## src/common/mft_map.svh

```systemverilog
// register offsets, field codes and reset values of the dual timer
// Summary of operation
// - both counters stay stopped after reset until software sets them up
// - pwm mode: counter one reloads alternately from register a then b
// - pwm mode: first reload after any stop or restart comes from a
// - pwm mode: pin a inverts on each counter one underflow when enabled
// - pwm mode: reload from a sets pending a, from b sets pending b
// - pwm and dual capture: counter two underflow sets pending d
// - dual capture: edges on pins a and b copy counter one to a, b
// - each capture input selects rising or falling edge on its own
// - preset on capture: copy counter first, then load all ones
// - dual capture: capture a, capture b, counter one underflow events
// - capture modes: pin b clock selections stop the counter
// - timer modes: counter one reloads from a, pin a toggles if enabled
// - timer modes: pin a low to high sets pending c, gated by enable a
// - software sets pin a level before the first toggle
// - dual timer: pin b event or accumulate clocks either counter
// - dual timer: counter two reloads from b, underflow sets pending d
// - capture plus timer: pin b edge captures counter two, optional preset
// - capture plus timer: capture b and counter two underflow events
// - sources a to c drive timer interrupt one, source d interrupt two
// - mode field 00 pwm, 01 dual capture, 10 dual timer
// - clock select codes: none, prescaled, event, accumulate, slow
`ifndef MFT_MAP_SVH
`define MFT_MAP_SVH
`define MFT_OFS_CNT1 8'h00
`define MFT_OFS_RLDA 8'h04
`define MFT_OFS_RLDB 8'h08
`define MFT_OFS_CNT2 8'h0C
`define MFT_OFS_PSC 8'h10
`define MFT_OFS_CLK 8'h14
`define MFT_OFS_MODE 8'h18
`define MFT_OFS_IRQ 8'h1C
`define MFT_OFS_CLR 8'h20
`define MFT_CS_NONE 3'h0
`define MFT_CS_PRESC 3'h1
`define MFT_CS_EXT 3'h2
`define MFT_CS_ACC 3'h3
`define MFT_CS_SLOW 3'h4
`define MFT_ZERO16 16'h0000
`define MFT_ONE16 16'h0001
`define MFT_ONES16 16'hFFFF
`define MFT_ZERO32 32'h0000_0000
`define MFT_PSC_RST 5'h00
`define MFT_PSC_ONE 5'h01
`define MFT_CTL_RST 8'h00
`define MFT_NIB_RST 4'h0
`define MFT_LOW 1'b0
`define MFT_HIGH 1'b1
`define MFT_RESP_OKAY 2'h0
`define MFT_RESP_SLVERR 2'h2
`endif

```

## src/common/mft_pkg.sv

```systemverilog
// types shared by the dual timer blocks
package mft_pkg;
  typedef enum logic [1:0] {
    mft_pwm = 2'h0,
    mft_dcap = 2'h1,
    mft_dtmr = 2'h2,
    mft_scap = 2'h3
  } mft_mode_t;
  typedef enum logic [1:0] {
    mft_wr_idle = 2'h1,
    mft_wr_resp = 2'h2
  } mft_wr_st_t;
  typedef struct packed {
    logic enable;
    logic pin_a_init;
    logic pin_b_function_enable;
    logic pin_a_function_enable;
    logic edge_b;
    logic edge_a;
    mft_mode_t mode_field;
  } mft_mode_ctl_t;
  typedef struct packed {
    logic [1:0] spare;
    logic [2:0] counter_two_clock_select;
    logic [2:0] counter_one_clock_select;
  } mft_clk_ctl_t;
endpackage : mft_pkg

```

## src/logic/mft_prescale.sv

```systemverilog
// system clock prescaler giving one tick every divisor plus one cycles
`timescale 1ns/10ps
`include "mft_map.svh"
module mft_prescale (
  // clock and reset
  input wire logic core_clk,
  input wire logic rst,
  // divisor and tick
  input wire logic [4:0] div_val,
  output logic tick
);
  logic [4:0] cnt_ff;

  // down counter, reloaded with the divisor when it reaches zero
  always_ff @(posedge core_clk) begin
    if (rst) begin
      cnt_ff <= `MFT_PSC_RST;
    end else if (cnt_ff == `MFT_PSC_RST) begin
      cnt_ff <= div_val;
    end else begin
      cnt_ff <= cnt_ff - `MFT_PSC_ONE;
    end
  end

  assign tick = (cnt_ff == `MFT_PSC_RST);
endmodule : mft_prescale

```

## src/logic/mft_pinsync.sv

```systemverilog
// two flop synchroniser with selectable edge detection
`timescale 1ns/10ps
`include "mft_map.svh"
module mft_pinsync (
  // clock and reset
  input wire logic core_clk,
  input wire logic rst,
  // raw pin and edge choice
  input wire logic pin,
  input wire logic fall_sel,
  // synchronised level and edge pulse
  output logic lvl,
  output logic edge_hit
);
  logic s1_ff;
  logic s2_ff;
  logic s3_ff;

  // first flop feeds only the second; third keeps the previous level
  always_ff @(posedge core_clk) begin
    if (rst) begin
      s1_ff <= `MFT_LOW;
      s2_ff <= `MFT_LOW;
      s3_ff <= `MFT_LOW;
    end else begin
      s1_ff <= pin;
      s2_ff <= s1_ff;
      s3_ff <= s2_ff;
    end
  end

  // a level held one clock or longer is seen as one edge
  assign lvl = s2_ff;
  assign edge_hit = fall_sel ? (s3_ff & ~s2_ff) : (s2_ff & ~s3_ff);
endmodule : mft_pinsync

```

## src/logic/mft_top.sv

```systemverilog
// dual 16-bit timer with pwm, capture and timer modes on an axi4-lite slave
//
// Register access over AXI4-Lite and the register addresses are this design's own decisions.
`timescale 1ns/10ps
`include "mft_map.svh"
module mft_top (
  // clock and reset
  input wire logic core_clk,
  input wire logic rst,
  // axi4-lite write address and data
  input wire logic [7:0] s_axi_awaddr,
  input wire logic s_axi_awvalid,
  output logic s_axi_awready,
  input wire logic [31:0] s_axi_wdata,
  input wire logic [3:0] s_axi_wstrb,
  input wire logic s_axi_wvalid,
  output logic s_axi_wready,
  // axi4-lite write response
  output logic [1:0] s_axi_bresp,
  output logic s_axi_bvalid,
  input wire logic s_axi_bready,
  // axi4-lite read
  input wire logic [7:0] s_axi_araddr,
  input wire logic s_axi_arvalid,
  output logic s_axi_arready,
  output logic [31:0] s_axi_rdata,
  output logic [1:0] s_axi_rresp,
  output logic s_axi_rvalid,
  input wire logic s_axi_rready,
  // timer pins
  input wire logic timer_pin_a_in,
  output logic timer_pin_a_out,
  output logic timer_pin_a_oe,
  input wire logic timer_pin_b_in,
  input wire logic slow_clk_in,
  // system interrupts
  output logic irq_timer1,
  output logic irq_timer2
);
  import mft_pkg::*;

  logic [15:0] counter_one_ff;
  logic [15:0] counter_two_ff;
  logic [15:0] reload_capture_a_ff;
  logic [15:0] reload_capture_b_ff;
  logic [4:0] prescale_ff;
  mft_clk_ctl_t clk_ctl_ff;
  mft_mode_ctl_t mode_ctl_ff;
  logic [3:0] irq_en_ff;
  logic [3:0] pend_ff;
  logic sel_b_ff;
  logic pin_a_out_ff;
  logic pin_a_oe_ff;
  logic irq1_ff;
  logic irq2_ff;
  mft_wr_st_t wr_st_ff;
  logic awready_ff;
  logic wready_ff;
  logic bvalid_ff;
  logic [1:0] bresp_ff;
  logic aw_got_ff;
  logic w_got_ff;
  logic [7:0] waddr_ff;
  logic [31:0] wdata_ff;
  logic [3:0] wstrb_ff;
  logic arready_ff;
  logic rvalid_ff;
  logic [31:0] rdata_ff;
  logic [1:0] rresp_ff;
  logic [31:0] rd_word;

  // byte lane merge of a 16-bit register
  function automatic logic [15:0] merge16(input logic [15:0] old,
                                          input logic [31:0] d,
                                          input logic [3:0] be);
    merge16 = {be[1] ? d[15:8] : old[15:8], be[0] ? d[7:0] : old[7:0]};
  endfunction : merge16

  // offset lies on the register map
  function automatic logic addr_ok(input logic [7:0] a);
    addr_ok = ({a[7:2], 2'b00} <= `MFT_OFS_CLR);
  endfunction : addr_ok

  // counter clock from its select code; pin b sources die in capture modes
  function automatic logic clk_tick(input logic [2:0] sel, input logic cap,
                                    input logic ps, input logic ext,
                                    input logic acc, input logic slow);
    case (sel)
      `MFT_CS_NONE: clk_tick = `MFT_LOW;
      `MFT_CS_PRESC: clk_tick = ps;
      `MFT_CS_EXT: clk_tick = ext & ~cap;
      `MFT_CS_ACC: clk_tick = acc & ~cap;
      `MFT_CS_SLOW: clk_tick = slow;
      default: clk_tick = `MFT_LOW;
    endcase
  endfunction : clk_tick

  // ---- axi4-lite write side
  wire aw_hs = s_axi_awvalid & awready_ff;
  wire w_hs = s_axi_wvalid & wready_ff;
  wire do_wr = (wr_st_ff == mft_wr_idle) & aw_got_ff & w_got_ff;
  wire [7:0] wa = {waddr_ff[7:2], 2'b00};
  wire wr_cnt1 = do_wr & (wa == `MFT_OFS_CNT1);
  wire wr_rlda = do_wr & (wa == `MFT_OFS_RLDA);
  wire wr_rldb = do_wr & (wa == `MFT_OFS_RLDB);
  wire wr_cnt2 = do_wr & (wa == `MFT_OFS_CNT2);
  wire [3:0] clr = (do_wr & (wa == `MFT_OFS_CLR) & wstrb_ff[0]) ?
                   wdata_ff[3:0] : `MFT_NIB_RST;

  // address and data are taken in either order and held until used
  always_ff @(posedge core_clk) begin
    if (rst) begin
      aw_got_ff <= `MFT_LOW;
      w_got_ff <= `MFT_LOW;
      awready_ff <= `MFT_LOW;
      wready_ff <= `MFT_LOW;
      waddr_ff <= `MFT_CTL_RST;
      wdata_ff <= `MFT_ZERO32;
      wstrb_ff <= `MFT_NIB_RST;
    end else begin
      if (aw_hs) begin
        waddr_ff <= s_axi_awaddr;
      end
      if (w_hs) begin
        wdata_ff <= s_axi_wdata;
        wstrb_ff <= s_axi_wstrb;
      end
      aw_got_ff <= aw_hs | (aw_got_ff & ~do_wr);
      w_got_ff <= w_hs | (w_got_ff & ~do_wr);
      awready_ff <= ~(aw_hs | (aw_got_ff & ~do_wr));
      wready_ff <= ~(w_hs | (w_got_ff & ~do_wr));
    end
  end

  // write response state
  always_ff @(posedge core_clk) begin
    if (rst) begin
      wr_st_ff <= mft_wr_idle;
      bvalid_ff <= `MFT_LOW;
      bresp_ff <= `MFT_RESP_OKAY;
    end else begin
      case (wr_st_ff)
        mft_wr_idle: begin
          if (do_wr) begin
            wr_st_ff <= mft_wr_resp;
            bvalid_ff <= `MFT_HIGH;
            bresp_ff <= addr_ok(waddr_ff) ? `MFT_RESP_OKAY : `MFT_RESP_SLVERR;
          end
        end
        mft_wr_resp: begin
          if (s_axi_bready) begin
            wr_st_ff <= mft_wr_idle;
            bvalid_ff <= `MFT_LOW;
          end
        end
        default: begin
          wr_st_ff <= mft_wr_idle;
          bvalid_ff <= `MFT_LOW;
        end
      endcase
    end
  end

  // ---- axi4-lite read side
  wire ar_hs = s_axi_arvalid & arready_ff;

  // read multiplexer
  always_comb begin
    rd_word = `MFT_ZERO32;
    case ({s_axi_araddr[7:2], 2'b00})
      `MFT_OFS_CNT1: rd_word[15:0] = counter_one_ff;
      `MFT_OFS_RLDA: rd_word[15:0] = reload_capture_a_ff;
      `MFT_OFS_RLDB: rd_word[15:0] = reload_capture_b_ff;
      `MFT_OFS_CNT2: rd_word[15:0] = counter_two_ff;
      `MFT_OFS_PSC: rd_word[4:0] = prescale_ff;
      `MFT_OFS_CLK: rd_word[7:0] = clk_ctl_ff;
      `MFT_OFS_MODE: rd_word[7:0] = mode_ctl_ff;
      `MFT_OFS_IRQ: rd_word[7:0] = {pend_ff, irq_en_ff};
      default: rd_word = `MFT_ZERO32;
    endcase
  end

  // one read under way; data held until taken
  always_ff @(posedge core_clk) begin
    if (rst) begin
      arready_ff <= `MFT_LOW;
      rvalid_ff <= `MFT_LOW;
      rdata_ff <= `MFT_ZERO32;
      rresp_ff <= `MFT_RESP_OKAY;
    end else begin
      if (ar_hs) begin
        rvalid_ff <= `MFT_HIGH;
        rdata_ff <= rd_word;
        rresp_ff <= addr_ok(s_axi_araddr) ? `MFT_RESP_OKAY : `MFT_RESP_SLVERR;
      end else if (rvalid_ff & s_axi_rready) begin
        rvalid_ff <= `MFT_LOW;
      end
      arready_ff <= ~(ar_hs | (rvalid_ff & ~s_axi_rready));
    end
  end

  // control registers, all cleared so both counters start stopped
  always_ff @(posedge core_clk) begin
    if (rst) begin
      prescale_ff <= `MFT_PSC_RST;
      clk_ctl_ff <= `MFT_CTL_RST;
      mode_ctl_ff <= `MFT_CTL_RST;
      irq_en_ff <= `MFT_NIB_RST;
    end else if (do_wr & wstrb_ff[0]) begin
      case (wa)
        `MFT_OFS_PSC: prescale_ff <= wdata_ff[4:0];
        `MFT_OFS_CLK: clk_ctl_ff <= {2'b00, wdata_ff[5:0]};
        `MFT_OFS_MODE: mode_ctl_ff <= wdata_ff[7:0];
        `MFT_OFS_IRQ: irq_en_ff <= wdata_ff[3:0];
        default: prescale_ff <= prescale_ff;
      endcase
    end
  end

  // ---- clock sources and pins
  logic ps_tick;
  logic pa_lvl;
  logic pa_edge;
  logic pb_lvl;
  logic pb_edge;
  logic slow_lvl;
  logic slow_edge;

  mft_prescale u_psc (
    .core_clk(core_clk),
    .rst(rst),
    .div_val(prescale_ff),
    .tick(ps_tick)
  );

  mft_pinsync u_sync_a (
    .core_clk(core_clk),
    .rst(rst),
    .pin(timer_pin_a_in),
    .fall_sel(mode_ctl_ff.edge_a),
    .lvl(pa_lvl),
    .edge_hit(pa_edge)
  );

  mft_pinsync u_sync_b (
    .core_clk(core_clk),
    .rst(rst),
    .pin(timer_pin_b_in),
    .fall_sel(mode_ctl_ff.edge_b),
    .lvl(pb_lvl),
    .edge_hit(pb_edge)
  );

  mft_pinsync u_sync_slow (
    .core_clk(core_clk),
    .rst(rst),
    .pin(slow_clk_in),
    .fall_sel(`MFT_LOW),
    .lvl(slow_lvl),
    .edge_hit(slow_edge)
  );

  // mode decode and counter clocks
  wire mft_mode_t mode = mode_ctl_ff.mode_field;
  wire is_cap = (mode == mft_dcap) | (mode == mft_scap);
  wire is_tmr = (mode == mft_dtmr) | (mode == mft_scap);
  wire en = mode_ctl_ff.enable;
  wire fe_a = mode_ctl_ff.pin_a_function_enable;
  wire fe_b = mode_ctl_ff.pin_b_function_enable;
  wire acc_tick = ps_tick & (pb_lvl ^ mode_ctl_ff.edge_b);
  wire [2:0] c1sel = clk_ctl_ff.counter_one_clock_select;
  wire [2:0] c2sel = clk_ctl_ff.counter_two_clock_select;
  wire c1_tick = en & clk_tick(c1sel, is_cap, ps_tick, pb_edge, acc_tick, slow_edge);
  wire c2_tick = en & clk_tick(c2sel, is_cap, ps_tick, pb_edge, acc_tick, slow_edge);
  wire c1_run = en & (c1sel != `MFT_CS_NONE);
  wire c1_uf = c1_tick & (counter_one_ff == `MFT_ZERO16);
  wire c2_uf = c2_tick & (counter_two_ff == `MFT_ZERO16);
  wire cap_a = en & pa_edge & (mode == mft_dcap);
  wire cap_b = en & pb_edge & is_cap;
  wire toggle_a = fe_a & c1_uf & (mode != mft_dcap);
  wire rise_a = toggle_a & ~pin_a_out_ff & is_tmr;

  // counter one: preset, reload, software load, then count down
  always_ff @(posedge core_clk) begin
    if (rst) begin
      counter_one_ff <= `MFT_ZERO16;
    end else if ((mode == mft_dcap) & ((cap_a & fe_a) | (cap_b & fe_b))) begin
      counter_one_ff <= `MFT_ONES16;
    end else if (c1_uf & (mode == mft_pwm)) begin
      counter_one_ff <= sel_b_ff ? reload_capture_b_ff : reload_capture_a_ff;
    end else if (c1_uf & is_tmr) begin
      counter_one_ff <= reload_capture_a_ff;
    end else if (wr_cnt1) begin
      counter_one_ff <= merge16(counter_one_ff, wdata_ff, wstrb_ff);
    end else if (c1_tick) begin
      counter_one_ff <= counter_one_ff - `MFT_ONE16;
    end
  end

  // counter two: capture preset, reload in dual timer, software load, count
  always_ff @(posedge core_clk) begin
    if (rst) begin
      counter_two_ff <= `MFT_ZERO16;
    end else if ((mode == mft_scap) & cap_b & fe_b) begin
      counter_two_ff <= `MFT_ONES16;
    end else if (c2_uf & (mode == mft_dtmr)) begin
      counter_two_ff <= reload_capture_b_ff;
    end else if (wr_cnt2) begin
      counter_two_ff <= merge16(counter_two_ff, wdata_ff, wstrb_ff);
    end else if (c2_tick) begin
      counter_two_ff <= counter_two_ff - `MFT_ONE16;
    end
  end

  // capture registers take the count before any preset lands
  always_ff @(posedge core_clk) begin
    if (rst) begin
      reload_capture_a_ff <= `MFT_ZERO16;
      reload_capture_b_ff <= `MFT_ZERO16;
    end else begin
      if (cap_a) begin
        reload_capture_a_ff <= counter_one_ff;
      end else if (wr_rlda) begin
        reload_capture_a_ff <= merge16(reload_capture_a_ff, wdata_ff, wstrb_ff);
      end
      if (cap_b) begin
        reload_capture_b_ff <= (mode == mft_dcap) ? counter_one_ff : counter_two_ff;
      end else if (wr_rldb) begin
        reload_capture_b_ff <= merge16(reload_capture_b_ff, wdata_ff, wstrb_ff);
      end
    end
  end

  // pwm reload selector restarts on register a whenever counter one stops
  always_ff @(posedge core_clk) begin
    if (rst) begin
      sel_b_ff <= `MFT_LOW;
    end else if (~c1_run | (mode != mft_pwm)) begin
      sel_b_ff <= `MFT_LOW;
    end else if (c1_uf) begin
      sel_b_ff <= ~sel_b_ff;
    end
  end

  // pin a output: preset level while stopped, toggles on underflow
  always_ff @(posedge core_clk) begin
    if (rst) begin
      pin_a_out_ff <= `MFT_LOW;
      pin_a_oe_ff <= `MFT_LOW;
    end else begin
      pin_a_oe_ff <= fe_a & (mode != mft_dcap);
      if (~c1_run) begin
        pin_a_out_ff <= mode_ctl_ff.pin_a_init;
      end else if (toggle_a) begin
        pin_a_out_ff <= ~pin_a_out_ff;
      end
    end
  end

  // pending bits: a new event wins over a clear in the same cycle
  wire [3:0] pend_set = {
    c2_uf,
    ((mode == mft_dcap) & c1_uf) | rise_a,
    ((mode == mft_pwm) & c1_uf & sel_b_ff) | cap_b,
    ((mode == mft_pwm) & c1_uf & ~sel_b_ff) | cap_a
  };
  wire [2:0] eff_en = {is_tmr ? irq_en_ff[0] : irq_en_ff[2], irq_en_ff[1:0]};

  always_ff @(posedge core_clk) begin
    if (rst) begin
      pend_ff <= `MFT_NIB_RST;
      irq1_ff <= `MFT_LOW;
      irq2_ff <= `MFT_LOW;
    end else begin
      pend_ff <= (pend_ff & ~clr) | pend_set;
      irq1_ff <= |(pend_ff[2:0] & eff_en);
      irq2_ff <= pend_ff[3] & irq_en_ff[3];
    end
  end

  // output ports
  assign s_axi_awready = awready_ff;
  assign s_axi_wready = wready_ff;
  assign s_axi_bvalid = bvalid_ff;
  assign s_axi_bresp = bresp_ff;
  assign s_axi_arready = arready_ff;
  assign s_axi_rvalid = rvalid_ff;
  assign s_axi_rdata = rdata_ff;
  assign s_axi_rresp = rresp_ff;
  assign timer_pin_a_out = pin_a_out_ff;
  assign timer_pin_a_oe = pin_a_oe_ff;
  assign irq_timer1 = irq1_ff;
  assign irq_timer2 = irq2_ff;
endmodule : mft_top

```

## config.mk

```make
export PLATFORM = sky130hd
export DESIGN_NAME = mft_top
export DESIGN_NICKNAME = d
export VERILOG_FILES = /design/src/common/mft_pkg.sv /design/src/logic/mft_prescale.sv /design/src/logic/mft_pinsync.sv /design/src/logic/mft_top.sv
export VERILOG_INCLUDE_DIRS = /design/src /design/src/common
export SDC_FILE = /design/constraint.sdc
export NUM_CORES = 1
export LEC_CHECK = 0
export BUFFER_PORTS_ARGS = -buffer_cell sky130_fd_sc_hd__buf_2
export CORE_MARGIN = 4
export CORE_UTILIZATION = 25
export CTS_BUF_LIST = sky130_fd_sc_hd__clkbuf_16
export CTS_CLUSTER_SIZE = 25
export DETAILED_ROUTE_END_ITERATION = 8
export GPL_ROUTABILITY_DRIVEN = 0
export SLEW_MARGIN = 20
export SYNTH_ARGS = -nofsm -noshare
export SYNTH_HDL_FRONTEND = slang
export SYNTH_SLANG_ARGS = --single-unit
export TNS_END_PERCENT = 1
```

## constraint.sdc

```tcl
create_clock -name core_clk -period 2.5 [get_ports core_clk]
set_input_delay 0.375 -clock core_clk [delete_from_list [all_inputs] [get_ports core_clk]]
set_output_delay 0.375 -clock core_clk [all_outputs]
set_load 0.1 [all_outputs]
```

==> flow_metrics.env, run 1 <==
export IMPL_grt_util_all_layers=0.148
export IMPL_fin_worst_hold_slack_ps=143
export IMPL_syn_area_um2=8800
export IMPL_synth_compound_gate_area_share=0.199
export IMPL_ctsLongestPathBuffers=2
export IMPL_crit_fanout=22
export IMPL_setup_worst_path_end_class="flop"
export IMPL_design_die_area_um2=38300
export IMPL_cpLargestDelayFamily="simple AND/OR/NAND/NOR gates"
export IMPL_cts_root_buf="clkbuf_16"
export IMPL_later_pin_clock_latency_in_the_skew_report_ps=440
export IMPL_timing_critical_path_buf_inv=2
export IMPL_post_dp_cell_area_um2=10400
export IMPL_floorplan_die_height_um=196
export IMPL_worstPathRequired_ps=2790
export IMPL_cp_arrival_ps=2870
export IMPL_yosys_area_share_simple=0.234
export IMPL_critical_path_class="reg2reg"
export IMPL_synth_enable_flop_cells=0
export IMPL_cts_buffers_inserted=17
export IMPL_period_share=1.03
export IMPL_slew_headroom=0.516
export IMPL_grt_setup_unrepaired="yes"
export IMPL_drt_pass1_iter_count=5
export IMPL_design_area_um2=11000
export IMPL_top_ff_cell_synth="dfxtp_1"
export IMPL_design_portCount=107
export IMPL_ys_async_sr_fraction=0
export IMPL_setup_violations=15
export IMPL_max_vdd_ir_drop_mv=0.458
export IMPL_placementRows=68
export IMPL_post_drt_via_cell_ratio=4.99
export IMPL_synth_distinct_cells=71
export IMPL_grt_pass1_wl_mm=45.4
export IMPL_grt_max_degree=84
export IMPL_cts_hold_buf=0
export IMPL_worst_path_slowest_cell="or4b_4"
export IMPL_grt_ovfl_total=0
export IMPL_post_dp_hpwl_mm=21.4
export IMPL_synth_ff_latch_count=160
export IMPL_synthXorXnorAreaFrac=0.0289
export IMPL_synth_yosys_seq_area_share=0.364
export IMPL_achievable_clock_frequency_mhz=387
export IMPL_outcome="complete, but fails checks"
export IMPL_min_path_type="in2reg"
export IMPL_crit_chain="inv_2 > ha_4 > or4b_4 > a21oi_1 > o21ai_2 > nor4_4 > buf_12 > nor2_1 > a2111oi_2 > a211oi_1"
export IMPL_post_layout_total_power_mw=6.21
export IMPL_final_hold_violation_count=0
export IMPL_yosys_area_share_adder=0.00569
export IMPL_tritoncts_clock_tree="built"
export IMPL_crit_path_launch_type="flop"
export IMPL_area_growth_syn_to_layout_pct=25.2
export IMPL_clk_pin_slew_worst_paths_ps=70
export IMPL_synth_top_family_by_area="simple AND/OR/NAND/NOR gates"
export IMPL_drt_wirelength_per_cell_um=17.2
export IMPL_number_of_violations_reported_at_the_end_of_detailed_routing_iteration_0=600
export IMPL_ys_warn_count=0
export IMPL_tightest_slew_ps=726
export IMPL_powerDensity_nw_per_um2=563
export IMPL_placeableCoreArea_um2=34600
export IMPL_final_design_utilization=0.318
export IMPL_layout_common_cells="nor2_1, dfxtp_1, nand2_1"
export IMPL_max_cap_violations=0
export IMPL_diodes=0
export IMPL_postSynthAreaPerCell_um2=8.12
export IMPL_floorplan_initialDensity=0.254
export IMPL_final_routed_wirelength_mm=28.9
export IMPL_fin_crit_ps=2580
export IMPL_count_of_buffers_from_port_buffering=66
export IMPL_final_setup_tns_ps=-676
export IMPL_post_route_clock_skew_ps=13.3
export IMPL_violations_in_the_final_reports="setup timing"
export IMPL_report_final_slew_viol_count=0
export IMPL_postLayoutSetupSlackWorst_ps=-82.2
export IMPL_finalNetCount=1281
export IMPL_ant_nets=0
export IMPL_chipWidth_um=196
export IMPL_max_stage_delay_ps=510
export IMPL_via_count_of_the_first_global_routing_pass=7999
export IMPL_layout_commonest_cell="nor2_1"
export IMPL_clkSinkCount=160
export IMPL_antenna_found_initial=0
export IMPL_layout_drive_gt1_share=0.233
export IMPL_mux_share_of_post_synthesis_cell_area=0.108
export IMPL_via_count=8393
export IMPL_drc_errors=0
export IMPL_total_leakage_power_nw=4.16
export IMPL_post_synth_inst_count=1084
export IMPL_htree_levels=4
## final timing paths
| path | from | to | slack, ps | depth (start not counted) |
|---|---|---|---|---|
| setup / recovery | u_psc.cnt_ff[0]$_SDFF_PP0_ | counter_two_ff[0]$_SDFFE_PP0P_ | -80 | 10 |
| hold / removal | slow_clk_in | u_sync_slow.s1_ff$_SDFF_PP0_ | 140 | 2 |
| hold reg to reg | u_sync_a.s1_ff$_SDFF_PP0_ | u_sync_a.lvl$_SDFF_PP0_ | 440 | 1 |
| setup reg to reg | u_psc.cnt_ff[0]$_SDFF_PP0_ | counter_two_ff[0]$_SDFFE_PP0P_ | -80 | 10 |
## metal layers
layer  part of all wire  GRT usage
met3              0.060     0.0214
met2               0.45      0.232
met1               0.47      0.212
met4              0.018     0.0450
met5                  0          0
## sequential cells by signal (all words and copies together) (netlist names), 2 cells and up
signal,flops
irq_en_ff,4
waddr_ff,6
s_axi_rdata,16
prescale_ff,5
counter_two_ff,16
reload_capture_b_ff,16
wdata_ff,16
mode_ctl_ff,3
c1sel,3
pend_ff,4
u_psc.cnt_ff,5
wstrb_ff,2
c2sel,3
mode,2
reload_capture_a_ff,16
counter_one_ff,16
wr_st_ff,2
## stage by stage
stage                     cells  setup slack, ps
after floorplan            1101            -26.6
after global placement     1650             -143
after detailed placement   1650             -174
after CTS                  1683             -126
after global routing       1683             -221
final                      1683            -82.2
## where the power goes
part           switching (mW)  internal [mW]
registers              0.0728           2.62
clock network            1.18           1.49
logic                   0.539          0.310
total                    1.79           4.42
## layout make-up
class	instances	area, um2
clock inverter	15	159
clock buffer	17	425
sequential	160	3210
tap	455	569
multi-input combinational	829	5240
inverter	10	37.5
fill	3650	23600
timing repair buffer	197	1380
## what timing repair did
| action | CTS | global route |
|---|---|---|
| setup endpoints to repair | 17 | 36 |
| resized for setup | 3 | 9 |
| pin swaps | 1 | 5 |
| hold endpoints to repair | 0 | 0 |
| cloned | 0 | 0 |
| buffers inserted | 1 | 0 |
## logic make-up after synthesis
kind of cell    Yosys count
other cells               1
xor+xnor                 29
buf+inv                 112
simple gates            444
mux                      76
flops                   160
compound gates          258
fa+ha+maj                 4
## worst register-to-register path, cell delays in order, from the launching register on
cell       delay (ps)
dfxtp_2           330
inv_2              80
ha_4              140
or4b_4            510
a21oi_1           210
o21ai_2           110
nor4_4            340
buf_12            210
nor2_1             90
a2111oi_2         350
a211oi_1           90
## synth_stat cells, drive strengths merged (20+ instances only)
cell type / n / area (um2)
nor2: 178 / 673
dfxtp: 160 / 3200
nand2: 132 / 495
a21oi: 78 / 394
clkbuf: 65 / 244
mux2i: 53 / 531
a211oi: 50 / 385
buf: 37 / 255
o21ai: 33 / 165
nand3: 29 / 150
nor3: 25 / 145
nor2b: 20 / 125
(Power assumes the default switching activity.)
==> inputs of run 2 (changes only) <==
Settings changed: SETUP_SLACK_MARGIN set to 0.05.
==> run 2 against run 1 <==
The run still ends with setup timing left; register-to-register slack got worse by 30 ps; global-route usage increased by 0.18 points; clock power shrank 2%; critical path type unchanged; count of clock-buffer cells in the layout unchanged; cell count is 0.53% lower; largest cell class unchanged; flip-flop and latch count stayed put; highest routed layer unchanged.
==> flow_metrics.env, run 2 (synthesis results as in run 1) <==
export IMPL_antenna_found_initial=0
export IMPL_total_leakage_power_nw=4.12
export IMPL_dp_cells=1642
export IMPL_layout_drive_gt1_share=0.232
export IMPL_ant_nets=0
export IMPL_cts_root_buf="clkbuf_16"
export IMPL_multi_input_comb_area_um2=5280
export IMPL_fin_crit_ps=2610
export IMPL_final_design_utilization=0.317
export IMPL_placementRows=68
export IMPL_worst_path_slowest_cell="or4b_4"
export IMPL_clkSinkCount=160
export IMPL_report_final_slew_viol_count=0
export IMPL_final_routed_wirelength_mm=29.0
export IMPL_design_die_area_um2=38300
export IMPL_tritoncts_clock_tree="built"
export IMPL_post_layout_total_power_mw=6.15
export IMPL_setup_violations=16
export IMPL_crit_fanout=11
export IMPL_ctsLongestPathBuffers=2
export IMPL_slew_headroom=0.534
export IMPL_placeableCoreArea_um2=34600
export IMPL_powerDensity_nw_per_um2=560
export IMPL_post_layout_cell_count=1674
export IMPL_grt_setup_unrepaired="yes"
export IMPL_min_path_type="in2reg"
export IMPL_drt_wirelength_per_cell_um=17.3
export IMPL_clk_pin_slew_worst_paths_ps=70
export IMPL_design_portCount=107
export IMPL_grt_util_all_layers=0.150
export IMPL_setup_worst_path_end_class="flop"
export IMPL_violations_in_the_final_reports="setup timing"
export IMPL_cts_hold_buf=0
export IMPL_post_drt_via_cell_ratio=5.06
export IMPL_via_count_of_the_first_global_routing_pass=8029
export IMPL_outcome="complete, but fails checks"
export IMPL_max_cap_violations=0
export IMPL_critical_path_class="reg2reg"
export IMPL_final_hold_violation_count=0
export IMPL_number_of_violations_reported_at_the_end_of_detailed_routing_iteration_0=655
export IMPL_area_growth_syn_to_layout_pct=24.8
export IMPL_finalNetCount=1272
export IMPL_later_pin_clock_latency_in_the_skew_report_ps=440
export IMPL_floorplan_initialDensity=0.254
export IMPL_layout_commonest_cell="nor2_1"
export IMPL_crit_path_launch_type="flop"
export IMPL_worstPathRequired_ps=2810
export IMPL_grt_pass1_wl_mm=46.1
export IMPL_chipWidth_um=196
export IMPL_post_dp_hpwl_mm=21.4
export IMPL_floorplan_die_height_um=196
export IMPL_via_count=8469
export IMPL_final_setup_tns_ps=-1140
export IMPL_max_stage_delay_ps=510
export IMPL_cts_buffers_inserted=17
export IMPL_area_sequential_um2=3200
export IMPL_drt_pass1_iter_count=5
export IMPL_cp_arrival_ps=2910
export IMPL_post_route_clock_skew_ps=10.4
export IMPL_crit_chain="inv_1 > ha_1 > or4b_4 > o41ai_4 > o31ai_4 > nor4_4 > buf_6 > nor2_1 > a2111oi_2 > nor3_1"
export IMPL_max_vdd_ir_drop_mv=0.469
export IMPL_tightest_slew_ps=699
export IMPL_grt_max_degree=69
export IMPL_htree_levels=4
export IMPL_grt_ovfl_total=0
export IMPL_layout_common_cells="nor2_1, dfxtp_1, nand2_1"
export IMPL_drc_errors=0
export IMPL_period_share=1.04
export IMPL_achievable_clock_frequency_mhz=383
export IMPL_postLayoutSetupSlackWorst_ps=-109
export IMPL_diodes=0
export IMPL_count_of_buffers_from_port_buffering=66
export IMPL_fill_cells=3673
==> run 2: worst paths after layout <==
kind / startpoint / to / slack (ps) / depth (start not counted)
max: u_psc.cnt_ff[0]$_SDFF_PP0_ / counter_two_ff[3]$_SDFFE_PP0P_ / -110 / 10
min: timer_pin_b_in / u_sync_b.s1_ff$_SDFF_PP0_ / 140 / 2
max reg2reg: u_psc.cnt_ff[0]$_SDFF_PP0_ / counter_two_ff[3]$_SDFFE_PP0P_ / -110 / 10
min reg2reg: u_sync_a.s1_ff$_SDFF_PP0_ / u_sync_a.lvl$_SDFF_PP0_ / 440 / 1
==> run 2: routing by layer <==
layer | share of wire | up-vias | global-route usage
li1 | - | 4111 | -
met1 | 0.47 | 4058 | 0.211
met2 | 0.45 | 260 | 0.234
met3 | 0.060 | 40 | 0.0288
met4 | 0.020 | 0 | 0.0447
met5 | 0 | - | 0
==> run 2: worst max-delay path, delay by kind of cell, from the launching register on <==
family / cells / cell delay [ps]
compound gates: 3 / 750
fa+ha+maj: 1 / 160
buf+inv: 2 / 290
flops: 1 / 310
simple gates: 4 / 970
==> run 2: cell type report <==
class                           count  area share
Multi-Input combinational cell    829       0.480
Sequential cell                   160       0.292
Timing Repair Buffer              188       0.120
Tap cell                          455      0.0518
Clock buffer                       17      0.0387
Clock inverter                     15      0.0140
Inverter                           10     0.00342
==> run 2: where the power goes <==
| group | leakage [nW] | total, mW | internal [mW] | switching (mW) |
|---|---|---|---|---|
| sequential | 1.30 | 2.69 | 2.62 | 0.0716 |
| combinational | 2.54 | 0.847 | 0.314 | 0.532 |
| clock | 0.281 | 2.62 | 1.41 | 1.21 |
| total | 4.12 | 6.15 | 4.34 | 1.82 |
==> run 2: through the flow <==
stage          hold slack [ps]  setup WS (ps)  cell area (um2)
2_1_floorplan              414          -21.4             8940
3_3_place_gp               423           -138            10300
3_5_place_dp               423           -228            10300
4_1_cts                    121           -119            10900
5_1_grt                    158           -260            11000
6_report                   143           -109            11000
==> run 2: timing repair <==
action                     in CTS  in global routing
resized for setup               5                 12
pin swaps                       8                  5
buffers inserted                0                  0
setup endpoints to repair      22                 33
gates cloned                    0                  0
==> inputs of run 3 (changes only) <==
Settings changed: ABC_AREA set to 1.
==> run 3 against run 2 <==
The flow now finishes without violations; core utilization shrank 2.3 points; synthesized cell count grew 38%; cell count grew 24%; via count grew 24%; highest routed layer is now met5; register-to-register slack gained 310 ps; sequential share of layout area shrank 0.18 points; sequential power grew 1%; clock skew grew 3.5 ps; critical endpoint is now counter_two_ff[0]$_SDFFE_PP0P_; largest cell class unchanged; synthesized area grew 8.0%.
==> flow_metrics.env, run 3 <==
export IMPL_post_drt_via_cell_ratio=5.04
export IMPL_cp_arrival_ps=2630
export IMPL_later_pin_clock_latency_in_the_skew_report_ps=440
export IMPL_ctsLongestPathBuffers=2
export IMPL_yosys_area_top_type="dfxtp_1"
export IMPL_via_count_of_the_first_global_routing_pass=9458
export IMPL_cts_repair_timing_setup_buffer_count=0
export IMPL_clkSinkCount=160
export IMPL_fin_crit_ps=2300
export IMPL_synth_distinct_cells=41
export IMPL_clk_pin_slew_worst_paths_ps=70
export IMPL_setup_worst_path_end_class="flop"
export IMPL_post_route_clock_skew_ps=13.9
export IMPL_cts_root_buf="clkbuf_16"
export IMPL_drt_wirelength_per_cell_um=16.8
export IMPL_top_ff_cell_synth="dfxtp_1"
export IMPL_max_stage_delay_ps=410
export IMPL_max_vdd_ir_drop_mv=0.463
export IMPL_design_die_area_um2=41200
export IMPL_max_cap_violations=0
export IMPL_cts_hold_buf=0
export IMPL_ys_warn_count=0
export IMPL_synthXorXnorAreaFrac=0.0101
export IMPL_chipWidth_um=203
export IMPL_slew_headroom=0.576
export IMPL_layout_common_cells="nand2_1, nor2_1, inv_1"
export IMPL_final_design_utilization=0.294
export IMPL_htree_levels=4
export IMPL_via_count=10500
export IMPL_mux_share_of_post_synthesis_cell_area=0
export IMPL_crit_chain="inv_1 > ha_1 > nand3_1 > nor2_2 > nand4_1 > nor2_2 > nand3_2 > buf_4 > nand2_1 > nand3_1 > nor2_1 > nor2_1"
export IMPL_drt_pass1_iter_count=6
export IMPL_final_routed_wirelength_mm=34.8
export IMPL_synth_compound_gate_area_share=0.180
export IMPL_design_portCount=107
export IMPL_ant_nets=0
export IMPL_powerDensity_nw_per_um2=575
export IMPL_area_growth_syn_to_layout_pct=16.2
export IMPL_syn_area_um2=9510
export IMPL_floorplan_die_height_um=203
export IMPL_synth_top_family_by_area="simple AND/OR/NAND/NOR gates"
export IMPL_setup_violations=0
export IMPL_yosys_area_share_simple=0.352
export IMPL_report_final_slew_viol_count=0
export IMPL_period_share=0.919
export IMPL_drc_errors=0
export IMPL_diodes=0
export IMPL_antenna_found_initial=1
export IMPL_grt_pass1_wl_mm=54.1
export IMPL_layout_commonest_cell="nand2_1"
export IMPL_grt_max_degree=58
export IMPL_count_of_buffers_from_port_buffering=66
export IMPL_crit_fanout=14
export IMPL_synth_area_leaders="dfxtp_1, nand2_1, o21ai_0"
export IMPL_synth_enable_flop_cells=0
export IMPL_synth_ff_latch_count=160
export IMPL_worstPathRequired_ps=2830
export IMPL_ys_async_sr_fraction=0
export IMPL_final_setup_tns_ps=0
export IMPL_synthMostInstantiatedCell="nand2_1"
export IMPL_worst_path_slowest_cell="dfxtp_1"
export IMPL_commonest_cells_in_the_netlist="nand2_1, nor2_1, inv_1"
export IMPL_floorplan_initialDensity=0.253
export IMPL_yosys_area_share_adder=0.00526
export IMPL_grt_setup_unrepaired="yes"
export IMPL_number_of_violations_reported_at_the_end_of_detailed_routing_iteration_0=1555
export IMPL_final_hold_violation_count=0
export IMPL_layout_drive_gt1_share=0.118
export IMPL_placementRows=71
export IMPL_critical_path_class="reg2reg"
export IMPL_tightest_slew_ps=635
export IMPL_cts_buffers_inserted=17
export IMPL_crit_path_launch_type="flop"
export IMPL_total_leakage_power_nw=4.82
export IMPL_outcome="complete, no violations"
export IMPL_post_dp_hpwl_mm=26.0
export IMPL_post_synth_top_area_fraction=0.337
export IMPL_synth_yosys_seq_area_share=0.337
export IMPL_placeableCoreArea_um2=37600
export IMPL_tritoncts_clock_tree="built"
export IMPL_postSynthAreaPerCell_um2=6.36
export IMPL_finalNetCount=1617
export IMPL_grt_util_all_layers=0.164
export IMPL_achievable_clock_frequency_mhz=435
export IMPL_min_path_type="in2reg"
export IMPL_post_synth_inst_count=1494
export IMPL_grt_ovfl_total=0
## run 3: changes by cell type after synthesis, sizes merged, moves of 29 or more
cell and delta:
a211oi -36, inv +161, nor2 +29, mux2i -53
nand2 +192, nand4 +88, nand3 +90, o21ai +113
a31oi +32
## run 3: repair_timing
action / CTS / global route
setup endpoints to repair: 0 / 22
gates resized for setup: 0 / 2
endpoints found under the hold margin: 0 / 0
## run 3: final cells by class
class / count / area [um2]
Inverter: 172 / 646
Timing Repair Buffer: 111 / 681
Fill cell: 4170 / 26500
Sequential cell: 160 / 3200
Clock buffer: 17 / 425
Tap cell: 511 / 639
Multi-Input combinational cell: 1089 / 5280
Clock inverter: 15 / 175
## run 3: critical path, delay by kind of cell (launching register included)
kind | cells | cell delay [ps]
AND/OR/NAND/NOR | 9 | 1160
adder cells (fa/ha/maj) | 1 | 240
flip-flops | 1 | 410
buffers and inverters | 2 | 390
## run 3: final timing paths
path                                  start  cells after the start                              to  slack [ps]
max          counter_two_ff[0]$_SDFFE_PP0P_                     12  counter_two_ff[0]$_SDFFE_PP0P_         200
min                             slow_clk_in                      3    u_sync_slow.s1_ff$_SDFF_PP0_         140
max reg2reg  counter_two_ff[0]$_SDFFE_PP0P_                     12  counter_two_ff[0]$_SDFFE_PP0P_         200
min reg2reg    u_sync_slow.s1_ff$_SDFF_PP0_                      2      u_sync_slow.lvl$_SDFF_PP0_         400
## run 3: logic make-up (layout without fill, tap and decap cells)
family                   after synthesis  after routing
AO/OA/AOI/OAI                        308            308
XOR/XNOR                              11             11
adder cells (fa/ha/maj)                4              4
buffers and inverters                262            315
flip-flops                           160            160
other                                  1             18
AND/OR/NAND/NOR                      748            748
## run 3: routing by layer
| metal | GRT usage | routed length, um | vias up |
|---|---|---|---|
| li1 | - | - | 5070 |
| met1 | 0.237 | 15600 | 4751 |
| met2 | 0.247 | 14900 | 571 |
| met3 | 0.0311 | 3440 | 68 |
| met4 | 0.0526 | 902 | 2 |
| met5 | 0 | 17 | - |
## run 3: report_power, final
| part | internal [mW] | switching, mW |
|---|---|---|
| Clock | 1.51 | 1.23 |
| Sequential | 2.63 | 0.0973 |
| Combinational | 0.251 | 0.635 |
| Total | 4.39 | 1.96 |
## run 3: metrics by stage
stage | setup WS, ps | hold slack, ps | cells | instance area [um2] | power, mW
2_1_floorplan | 65.8 | 388 | 1511 | 9570 | 3.45
3_3_place_gp | 229 | 391 | 2043 | 10400 | 3.63
3_5_place_dp | 193 | 395 | 2043 | 10400 | 3.65
4_1_cts | 167 | 132 | 2075 | 11000 | 6.38
5_1_grt | 19.1 | 133 | 2075 | 11100 | 6.62
6_report | 203 | 137 | 2075 | 11100 | 6.36
